`src/design/io_ports_pkg.sv`:
```
// Package with addresses, field positions and reset values of the port block
package io_ports_pkg;

  // ----------------------------------------------------------------
  // Register-file and memory-mapped addresses
  // ----------------------------------------------------------------
  localparam logic [7:0] ADDR_BIDIR_DATA = 8'h02;   // Bidirectional port data
  localparam logic [7:0] ADDR_MIXED_DATA = 8'h03;   // Mixed port data
  localparam logic [7:0] ADDR_BIDIR_MODE = 8'hf6;   // Direction, write-only
  localparam logic [7:0] ADDR_MIXED_MODE = 8'hf7;   // Mixed config, write-only
  localparam logic [15:0] ADDR_LED_PORT = 16'hfc31; // LED output port
  localparam logic [15:0] ADDR_SENSE_PORT = 16'hfc32; // Sensing input port

  // ----------------------------------------------------------------
  // Field positions
  // ----------------------------------------------------------------
  localparam int WAKE_BIT = 0;       // Mixed data bit of the wake pin
  localparam int TIMER_BIT = 1;      // Mixed data bit of the timer pin
  localparam int OUT_A_BIT = 4;      // Mixed data bit of plain output a
  localparam int OUT_B_BIT = 5;      // Mixed data bit of plain output b
  localparam int MUXED_BIT = 6;      // Mixed data bit of the muxed pin
  localparam int OPEN_DRAIN_BIT = 0; // Mixed mode: bidir port open-drain
  localparam int MUX_SEL_LSB = 1;    // Mixed mode: muxed pin source select
  localparam int SENSE_PINS = 6;     // Number of sensing pins

  // ----------------------------------------------------------------
  // Reset values
  // ----------------------------------------------------------------
  localparam logic [7:0] BIDIR_MODE_RST = 8'hff; // All lines inputs
  localparam logic [7:0] MIXED_MODE_RST = 8'h00; // Push-pull, gp bit
  localparam logic [7:0] DATA_RST = 8'h00;       // Output data registers

  // Muxed output sources
  typedef enum logic [1:0] {
    MUX_GP,
    MUX_TIMER,
    MUX_SCLK
  } mux_sel_t;

  // Register-file and external-memory access kinds
  typedef enum logic [1:0] {
    ACC_NONE,
    ACC_RF_WRITE,
    ACC_EXT_WRITE
  } acc_kind_t;

endpackage

```
`src/design/edge_if.sv`:
```
// Interface carrying a synchronised pin and its falling-edge pulse
`timescale 1ns/1ns
`default_nettype none
interface edge_if;
  logic level;  // Synchronised pin level
  logic fall;   // One-cycle pulse on a falling edge
  modport src (output level, output fall);
  modport dst (input level, input fall);
endinterface
`default_nettype wire

```
`src/design/edge_sense.sv`:
```
// Two-stage synchroniser with falling-edge detector for one pin
`timescale 1ns/1ns
`default_nettype none
module edge_sense (
  // Clock and reset
  input wire logic clock_i,
  input wire logic rst_n_i,
  // Pin
  input wire logic pin_i,
  // Result
  edge_if.src sense
);

  // ----------------------------------------------------------------
  // Synchroniser and edge detect
  // ----------------------------------------------------------------
  logic meta_reg;   // First stage, read only by the second
  logic sync_reg;   // Second stage
  logic last_reg;   // Previous synchronised level

  // Pins idle high, so reset all stages high to avoid a false edge
  always_ff @(posedge clock_i) begin
    if (!rst_n_i) begin
      meta_reg <= 1'b1;
      sync_reg <= 1'b1;
      last_reg <= 1'b1;
    end else begin
      meta_reg <= pin_i;
      sync_reg <= meta_reg;
      last_reg <= sync_reg;
    end
  end

  assign sense.level = sync_reg;
  assign sense.fall = last_reg & ~sync_reg;

endmodule
`default_nettype wire

```
`src/design/tv_controller_io_ports.sv`:
```
// Parallel I/O port logic of a television controller
`timescale 1ns/1ns
`default_nettype none

// Functional notes
// Eight bidirectional lines, per-bit direction
// Outputs push-pull or open-drain, one global setting
// Wake pin readable; falling edge sets request
// Wake pin rising in stop starts recovery
// Timer pin readable; falling edge sets request
// Timer pin level feeds timer input
// Two plain outputs drive their port bits
// Muxed pin: port bit, timer or clock
// Eight LED lines drive last written value
// Six sensing inputs read as low bits
// Comparator outputs read as bits 6, 7
// Bidir and mixed ports in register file
// LED at FC31, sensing at FC32 externally
// Mode registers write-only at F6, F7
// Edge inputs synchronised before edge detect
// Reset: bidir inputs, muxed pin general-purpose
module tv_controller_io_ports (
  // Clock and reset
  input wire logic clock_i,
  input wire logic rst_n_i,
  // Register file access from the processor
  input wire logic rf_wr_i,
  input wire logic [7:0] rf_addr_i,
  input wire logic [7:0] rf_wdata_i,
  output logic [7:0] rf_rdata_o,
  // External memory access from the processor
  input wire logic ext_wr_i,
  input wire logic [15:0] ext_addr_i,
  input wire logic [7:0] ext_wdata_i,
  output logic [7:0] ext_rdata_o,
  // Bidirectional port pins
  input wire logic [7:0] bidir_port_lines_i,
  output logic [7:0] bidir_port_lines_o,
  output logic [7:0] bidir_port_lines_oe_o,
  // Mixed port pins
  input wire logic wake_edge_pin_i,
  input wire logic timer_edge_pin_i,
  output logic plain_out_a_o,
  output logic plain_out_b_o,
  output logic muxed_out_pin_o,
  // LED and sensing ports
  output logic [7:0] led_port_lines_o,
  input wire logic [5:0] sense_port_lines_i,
  input wire logic [1:0] fine_tune_comparator_input_i,
  // Links to the rest of the device
  input wire logic stop_mode_i,
  input wire logic timer_output_i,
  input wire logic sclk_level_i,
  output logic wake_edge_request_o,
  output logic timer_edge_request_o,
  output logic timer_ext_input_o,
  output logic stop_recover_o
);

  // ----------------------------------------------------------------
  // Storage
  // ----------------------------------------------------------------
  logic [7:0] bidir_data_reg;   // Bidir output data
  logic [7:0] mixed_data_reg;   // Mixed output data
  logic [7:0] bidir_mode_reg;   // 1 = input
  logic [7:0] mixed_mode_reg;   // Open-drain and mux select
  logic [7:0] led_reg;          // LED port value
  logic wake_prev_reg;          // Wake level in the previous cycle
  edge_if wake_sense ();        // Wake pin sensing
  edge_if timer_sense ();       // Timer pin sensing
  logic [1:0] mux_sel;          // Selected muxed source

  // Register-file write strobe for one address
  function automatic logic rf_hit(input logic wr, input logic [7:0] a,
                                  input logic [7:0] target);
    rf_hit = wr && (a == target);
  endfunction

  // ----------------------------------------------------------------
  // Edge sensing
  // ----------------------------------------------------------------
  // Both edge inputs go through a synchroniser first (see)
  edge_sense u_wake (
    .clock_i(clock_i),
    .rst_n_i(rst_n_i),
    .pin_i(wake_edge_pin_i),
    .sense(wake_sense)
  );
  edge_sense u_timer (
    .clock_i(clock_i),
    .rst_n_i(rst_n_i),
    .pin_i(timer_edge_pin_i),
    .sense(timer_sense)
  );

  // ----------------------------------------------------------------
  // Mode registers
  // ----------------------------------------------------------------
  // Write-only mode registers; reset makes all lines inputs (see)
  always_ff @(posedge clock_i) begin
    if (!rst_n_i) begin
      bidir_mode_reg <= io_ports_pkg::BIDIR_MODE_RST;
      mixed_mode_reg <= io_ports_pkg::MIXED_MODE_RST;
    end else begin
      if (rf_hit(rf_wr_i, rf_addr_i, io_ports_pkg::ADDR_BIDIR_MODE)) begin
        bidir_mode_reg <= rf_wdata_i;
      end
      if (rf_hit(rf_wr_i, rf_addr_i, io_ports_pkg::ADDR_MIXED_MODE)) begin
        mixed_mode_reg <= rf_wdata_i;
      end
    end
  end

  // ----------------------------------------------------------------
  // Data registers
  // ----------------------------------------------------------------
  // Bidir and mixed data live in the register file (see)
  always_ff @(posedge clock_i) begin
    if (!rst_n_i) begin
      bidir_data_reg <= io_ports_pkg::DATA_RST;
      mixed_data_reg <= io_ports_pkg::DATA_RST;
    end else begin
      if (rf_hit(rf_wr_i, rf_addr_i, io_ports_pkg::ADDR_BIDIR_DATA)) begin
        bidir_data_reg <= rf_wdata_i;
      end
      if (rf_hit(rf_wr_i, rf_addr_i, io_ports_pkg::ADDR_MIXED_DATA)) begin
        mixed_data_reg <= rf_wdata_i;
      end
    end
  end

  // LED port, written only through external memory (see)
  always_ff @(posedge clock_i) begin
    if (!rst_n_i) begin
      led_reg <= io_ports_pkg::DATA_RST;
    end else if (ext_wr_i && ext_addr_i == io_ports_pkg::ADDR_LED_PORT) begin
      led_reg <= ext_wdata_i;
    end
  end

  // ----------------------------------------------------------------
  // Read data
  // ----------------------------------------------------------------
  // Register-file read; mode registers read as zero (see)
  always_ff @(posedge clock_i) begin
    if (!rst_n_i) begin
      rf_rdata_o <= 8'h00;
    end else begin
      case (rf_addr_i)
        io_ports_pkg::ADDR_BIDIR_DATA: begin
          // Inputs show the pin, outputs the written data
          rf_rdata_o <= (bidir_mode_reg & bidir_port_lines_i) |
                        (~bidir_mode_reg & bidir_data_reg);
        end
        io_ports_pkg::ADDR_MIXED_DATA: begin
          rf_rdata_o <= mixed_data_reg;
          rf_rdata_o[io_ports_pkg::WAKE_BIT] <= wake_sense.level;
          rf_rdata_o[io_ports_pkg::TIMER_BIT] <= timer_sense.level;
        end
        default: begin
          rf_rdata_o <= 8'h00;
        end
      endcase
    end
  end

  // External read of LED and sensing ports
  always_ff @(posedge clock_i) begin
    if (!rst_n_i) begin
      ext_rdata_o <= 8'h00;
    end else begin
      case (ext_addr_i)
        io_ports_pkg::ADDR_LED_PORT: begin
          ext_rdata_o <= led_reg;
        end
        io_ports_pkg::ADDR_SENSE_PORT: begin
          // Six pins low, comparators above (see) (see)
          ext_rdata_o <= {fine_tune_comparator_input_i, sense_port_lines_i};
        end
        default: begin
          ext_rdata_o <= 8'h00;
        end
      endcase
    end
  end

  // ----------------------------------------------------------------
  // Pin drivers
  // ----------------------------------------------------------------
  assign mux_sel =
    mixed_mode_reg[io_ports_pkg::MUX_SEL_LSB +: $bits(io_ports_pkg::mux_sel_t)];

  // Bidir drive: open-drain enables only for zeros (see)
  always_ff @(posedge clock_i) begin
    if (!rst_n_i) begin
      bidir_port_lines_o <= 8'h00;
      bidir_port_lines_oe_o <= 8'h00;
    end else begin
      bidir_port_lines_o <= bidir_data_reg;
      if (mixed_mode_reg[io_ports_pkg::OPEN_DRAIN_BIT]) begin
        bidir_port_lines_oe_o <= ~bidir_mode_reg & ~bidir_data_reg;
      end else begin
        bidir_port_lines_oe_o <= ~bidir_mode_reg;
      end
    end
  end

  // Mixed and LED outputs
  always_ff @(posedge clock_i) begin
    if (!rst_n_i) begin
      plain_out_a_o <= 1'b0;
      plain_out_b_o <= 1'b0;
      muxed_out_pin_o <= 1'b0;
      led_port_lines_o <= 8'h00;
    end else begin
      plain_out_a_o <= mixed_data_reg[io_ports_pkg::OUT_A_BIT];
      plain_out_b_o <= mixed_data_reg[io_ports_pkg::OUT_B_BIT];
      led_port_lines_o <= led_reg;
      case (mux_sel)
        io_ports_pkg::MUX_TIMER: muxed_out_pin_o <= timer_output_i;
        io_ports_pkg::MUX_SCLK: muxed_out_pin_o <= sclk_level_i;
        default: muxed_out_pin_o <= mixed_data_reg[io_ports_pkg::MUXED_BIT];
      endcase
    end
  end

  // ----------------------------------------------------------------
  // Events to the rest of the device
  // ----------------------------------------------------------------
  // One-cycle request pulses on falling edges, timer level passed on
  always_ff @(posedge clock_i) begin
    if (!rst_n_i) begin
      wake_edge_request_o <= 1'b0;
      timer_edge_request_o <= 1'b0;
      timer_ext_input_o <= 1'b0;
      wake_prev_reg <= 1'b1;
      stop_recover_o <= 1'b0;
    end else begin
      wake_edge_request_o <= wake_sense.fall;
      timer_edge_request_o <= timer_sense.fall;
      timer_ext_input_o <= timer_sense.level;
      wake_prev_reg <= wake_sense.level;
      // Recovery pulse when wake pin rises during stop
      stop_recover_o <= stop_mode_i & wake_sense.level &
                        ~wake_prev_reg;
    end
  end

  // ----------------------------------------------------------------
  // Checks
  // ----------------------------------------------------------------
  property p_wake_req;
    @(posedge clock_i) disable iff (!rst_n_i)
      $fell(wake_sense.level) |=> wake_edge_request_o;
  endproperty
  a_wake_req: assert property (p_wake_req)
    else $error("wake request missing");

  property p_timer_req;
    @(posedge clock_i) disable iff (!rst_n_i)
      timer_edge_request_o |-> !timer_ext_input_o;
  endproperty
  a_timer_req: assert property (p_timer_req)
    else $error("timer request with high level");

  property p_timer_fall;
    @(posedge clock_i) disable iff (!rst_n_i)
      $fell(timer_sense.level) |=> timer_edge_request_o;
  endproperty
  a_timer_fall: assert property (p_timer_fall)
    else $error("timer request missing");

  property p_single_req;
    @(posedge clock_i) disable iff (!rst_n_i)
      wake_edge_request_o |=> !wake_edge_request_o;
  endproperty
  a_single_req: assert property (p_single_req)
    else $error("wake request longer than one cycle");

  property p_recover;
    @(posedge clock_i) disable iff (!rst_n_i)
      stop_recover_o |-> $past(stop_mode_i) && $past(wake_sense.level) &&
                         !$past(wake_prev_reg);
  endproperty
  a_recover: assert property (p_recover)
    else $error("recovery without high wake level");

  property p_plain;
    @(posedge clock_i) disable iff (!rst_n_i)
      $changed(mixed_data_reg[io_ports_pkg::OUT_A_BIT]) |=>
        plain_out_a_o == $past(mixed_data_reg[io_ports_pkg::OUT_A_BIT]);
  endproperty
  a_plain: assert property (p_plain)
    else $error("plain output wrong");

  property p_led;
    @(posedge clock_i) disable iff (!rst_n_i)
      (ext_wr_i && ext_addr_i == io_ports_pkg::ADDR_LED_PORT) |=> ##1
        led_port_lines_o == $past(ext_wdata_i, 2);
  endproperty
  a_led: assert property (p_led)
    else $error("LED port not updated");

  property p_od;
    @(posedge clock_i) disable iff (!rst_n_i)
      mixed_mode_reg[io_ports_pkg::OPEN_DRAIN_BIT] |=>
        (bidir_port_lines_oe_o & bidir_port_lines_o) == 8'h00;
  endproperty
  a_od: assert property (p_od)
    else $error("open-drain drives high");

  property p_dir;
    @(posedge clock_i) disable iff (!rst_n_i)
      1'b1 |=> (bidir_port_lines_oe_o & $past(bidir_mode_reg)) == 8'h00;
  endproperty
  a_dir: assert property (p_dir)
    else $error("input line driven");

  c_wake: cover property (@(posedge clock_i) wake_edge_request_o);
  c_recover: cover property (@(posedge clock_i) stop_recover_o);
  c_od: cover property (@(posedge clock_i)
    |bidir_port_lines_oe_o && mixed_mode_reg[io_ports_pkg::OPEN_DRAIN_BIT]);

endmodule
`default_nettype wire

```
`config.mk`:
```
export PLATFORM = sky130hd
export DESIGN_NAME = tv_controller_io_ports
export DESIGN_NICKNAME = d
export VERILOG_FILES = /design/src/design/io_ports_pkg.sv /design/src/design/edge_if.sv /design/src/design/edge_sense.sv /design/src/design/tv_controller_io_ports.sv
export SDC_FILE = /design/constraint.sdc
export NUM_CORES = 1
export LEC_CHECK = 0
export BUFFER_PORTS_ARGS = -buffer_cell sky130_fd_sc_hd__buf_2
export CAP_MARGIN = 40
export CORE_MARGIN = 2
export CORE_UTILIZATION = 40
export CTS_BUF_LIST = sky130_fd_sc_hd__clkbuf_8
export DETAILED_ROUTE_END_ITERATION = 7
export GPL_ROUTABILITY_DRIVEN = 1
export GPL_TIMING_DRIVEN = 1
export PLACE_DENSITY = 0.67
export SLEW_MARGIN = 20
export SYNTH_ARGS = -nofsm -noshare
export SYNTH_HDL_FRONTEND = slang
export SYNTH_SLANG_ARGS = --single-unit
```
`constraint.sdc`:
```
create_clock -name clock_i -period 1.2 [get_ports clock_i]
set_input_delay 0.06 -clock clock_i [delete_from_list [all_inputs] [get_ports clock_i]]
set_output_delay 0.06 -clock clock_i [all_outputs]
set_load 0.01 [all_outputs]
```
==> flow_summary.toml <==
[outcome]
outcome = "completed"

[timing]
setup_viol = 0
tns_ps = 0
hold_viol_final = 0
fin_skew_ps = 10.2
slew_headroom_pct = 67.5
rsz0062_at_grt = "false"
fin_crit_ps = 1070
slew_viol_final = 0
holdWs_ps = 62.7
fmax_mhz = 934
worst_slew_pin_slew_ps = 487
period_share_pct = 89.2

[logic_synthesis]
ys_async_sr_fraction_pct = 0
synth-edff-count = 0
synthTopCellsByArea = "dfxtp_1 (58%), mux2i_1 (12%), nand2_1 (5.6%), nor2_1 (4.0%), inv_1 (2.5%)"
ys_ff_latch = 86
syn_nets = 368
yosys_warnings = 0
syn_area_per_cell_um2 = 9.95
synthTopCellsByCount = "dfxtp_1 (86), nand2_1 (45), mux2i_1 (35)"
yosysTopAreaCell = "dfxtp_1"
synth_most_common_cell = "dfxtp_1"
ys_seq_area_share_pct = 57.5
synth_top_area_share_pct = 57.5
synth_cells = 301
synth_cell_types = 31
yosys_most_used_dff = "dfxtp_1"
synthesis.area_um2 = 2990

[route]
dr_wl_met3_um = 443
wl_met2_um = 3370
wirelength_um = 7070
antenna_left = 0
highest-signal-layer = "met4"
via_per_inst = 4.57
detail_route.first_pass.iterations = 4
wl_per_cell_um = 12.9
routedLengthMet1_um = 3160
vias = 2516
drt_iter0_drc = 70
drc_errors = 0

[power]
vdd_ir_drop_max_uv = 680
p_per_area_nw_per_um2 = 1250
leakagePower_nw = 2.18

[finish]
drive_gt1_share_pct = 32.4
antenna_cells = 0
fin_nets = 514
post-route-util_pct = 57.5
area_growth_pct = 39.4

[hold_path]
hp-class = "in2reg"
worst_hold_path.num_cells = 2

[placed_design]
gp_congestion = 0.776
port_buffers = 111
dpl.hpwl_um = 5190

[die]
die_h_um = 90.5
die-area_um2 = 8190
start_util_pct = 41.3
rows = 31
io_pins = 112
core_region_area_um2 = 7250
die_w_um = 90.5

[setup_path]
required_ps = 1430
cp-start-kind = "register"
critPathKind = "reg2reg"
critPathMaxFanout = 3
crit_path_end_kind = "register"
r2r_cells = 6
crit_arrival_ps = 1300

[clock_network]
path_clk_slew_ps = 90
cts_buffers = 9
root_buffer = "clkbuf_8"
cts_tree = "built"
worstSkewPairLatency_ps = 340
htree_levels = 3
cts_sinks = 86
clockBufferDepth = 2

[global_routing]
grt_pass1_wl_um = 11500
grt_max_degree = 21
antenna_found_initial = 0
grt_usage_pct = 17.6
grt_pass1_vias = 2551
grt_overflow_total = 0

[job]
maxCapViolCount = 0
-- timing repair --
item | 4_1_cts | 5_1_grt
hold endpoints to repair | 37 | 0
setup endpoints to repair | 0 | 1
hold buffers | 27 | 0
setup buffers | 0 | 0
resized for setup | 0 | 1
-- cells by family (layout without fill, tap and decap cells) --
logic type / count (synthesis) / count (layout) / synth area share (%)
AND/OR/NAND/NOR: 110 / 110 / 18.4
flip-flops: 86 / 86 / 57.5
buffers and inverters: 36 / 186 / 4.76
multiplexers: 35 / 35 / 11.7
AO/OA/AOI/OAI: 32 / 32 / 6.77
adder cells (fa/ha/maj): 2 / 2 / 0.836
-- layer usage --
metal	up-vias	GRT usage, %
met2	89	30.4
met3	8	4.01
li1	1292	-
met4	0	7.31
met5	-	0
met1	1127	21.1
-- cell type report --
class	instances	area, µm²
Fill cell	649	3080
Sequential cell	86	1720
Multi-Input combinational cell	179	1130
Timing Repair Buffer	149	921
Clock buffer	9	124
Tap cell	99	124
Inverter	22	82.6
Clock inverter	6	68.8
-- through the flow --
stage / cell area, µm² / worst slack [ps] / std cells / total power, W
after detailed placement: 3710 / -29.8 / 508 / 0.00323
final: 4170 / 130 / 550 / 0.00521
after floorplan: 2990 / 148 / 301 / 0.00306
after CTS: 4170 / 90.2 / 550 / 0.00528
after global placement: 3710 / 34.2 / 508 / 0.00323
after global routing: 4170 / 35.2 / 550 / 0.00546
-- critical path, cell delays in order (launching register included) --
cell,delay [ps]
dfxtp_2,350
inv_1,40
ha_1,190
a22oi_1,170
nor2_1,50
a21oi_1,110
nor2_1,50
-- placed cells by master (no fill, tap or decap), types with 2 or more instances in the layout --
| master | n |
|---|---|
| nor2_1 | 32 |
| buf_2 | 111 |
| dfxtp_1 | 85 |
| mux2i_1 | 35 |
| clkbuf_8 | 9 |
| inv_1 | 20 |
| dlygate4sd3_1 | 27 |
| a211oi_1 | 8 |
| nand4b_1 | 2 |
| a22oi_1 | 9 |
| inv_6 | 3 |
| nand2_1 | 45 |
| nor3_1 | 2 |
| o21ai_1 | 6 |
| nor2b_1 | 2 |
| buf_4 | 10 |
| ha_1 | 2 |
| inv_2 | 2 |
| nand2b_1 | 6 |
| and2_1 | 4 |
| nand3_1 | 5 |
| a21oi_1 | 9 |
| nand4_1 | 3 |
-- worst paths after layout --
kind,startpoint,to,slack [ps]
worst max-delay path,mixed_mode_reg[1]$_SDFFE_PN0P_,muxed_out_pin_o$_SDFF_PN0_,130
worst max register to register,mixed_mode_reg[1]$_SDFFE_PN0P_,muxed_out_pin_o$_SDFF_PN0_,130
worst min-delay path,rst_n_i,plain_out_b_o$_SDFF_PN0_,60
worst min register to register,u_timer.meta_reg$_SDFF_PN1_,u_timer.sense.level$_SDFF_PN1_,410
-- where the power goes --
| part | total [W] | internal, W | switching [W] | leakage (nW) |
|---|---|---|---|---|
| clock | 0.00198 | 0.000969 | 0.00101 | 0.0965 |
| combinational | 0.000364 | 0.000198 | 0.000166 | 1.38 |
| sequential | 0.00287 | 0.00286 | 0.00000475 | 0.695 |
(Power assumes the default switching activity.)
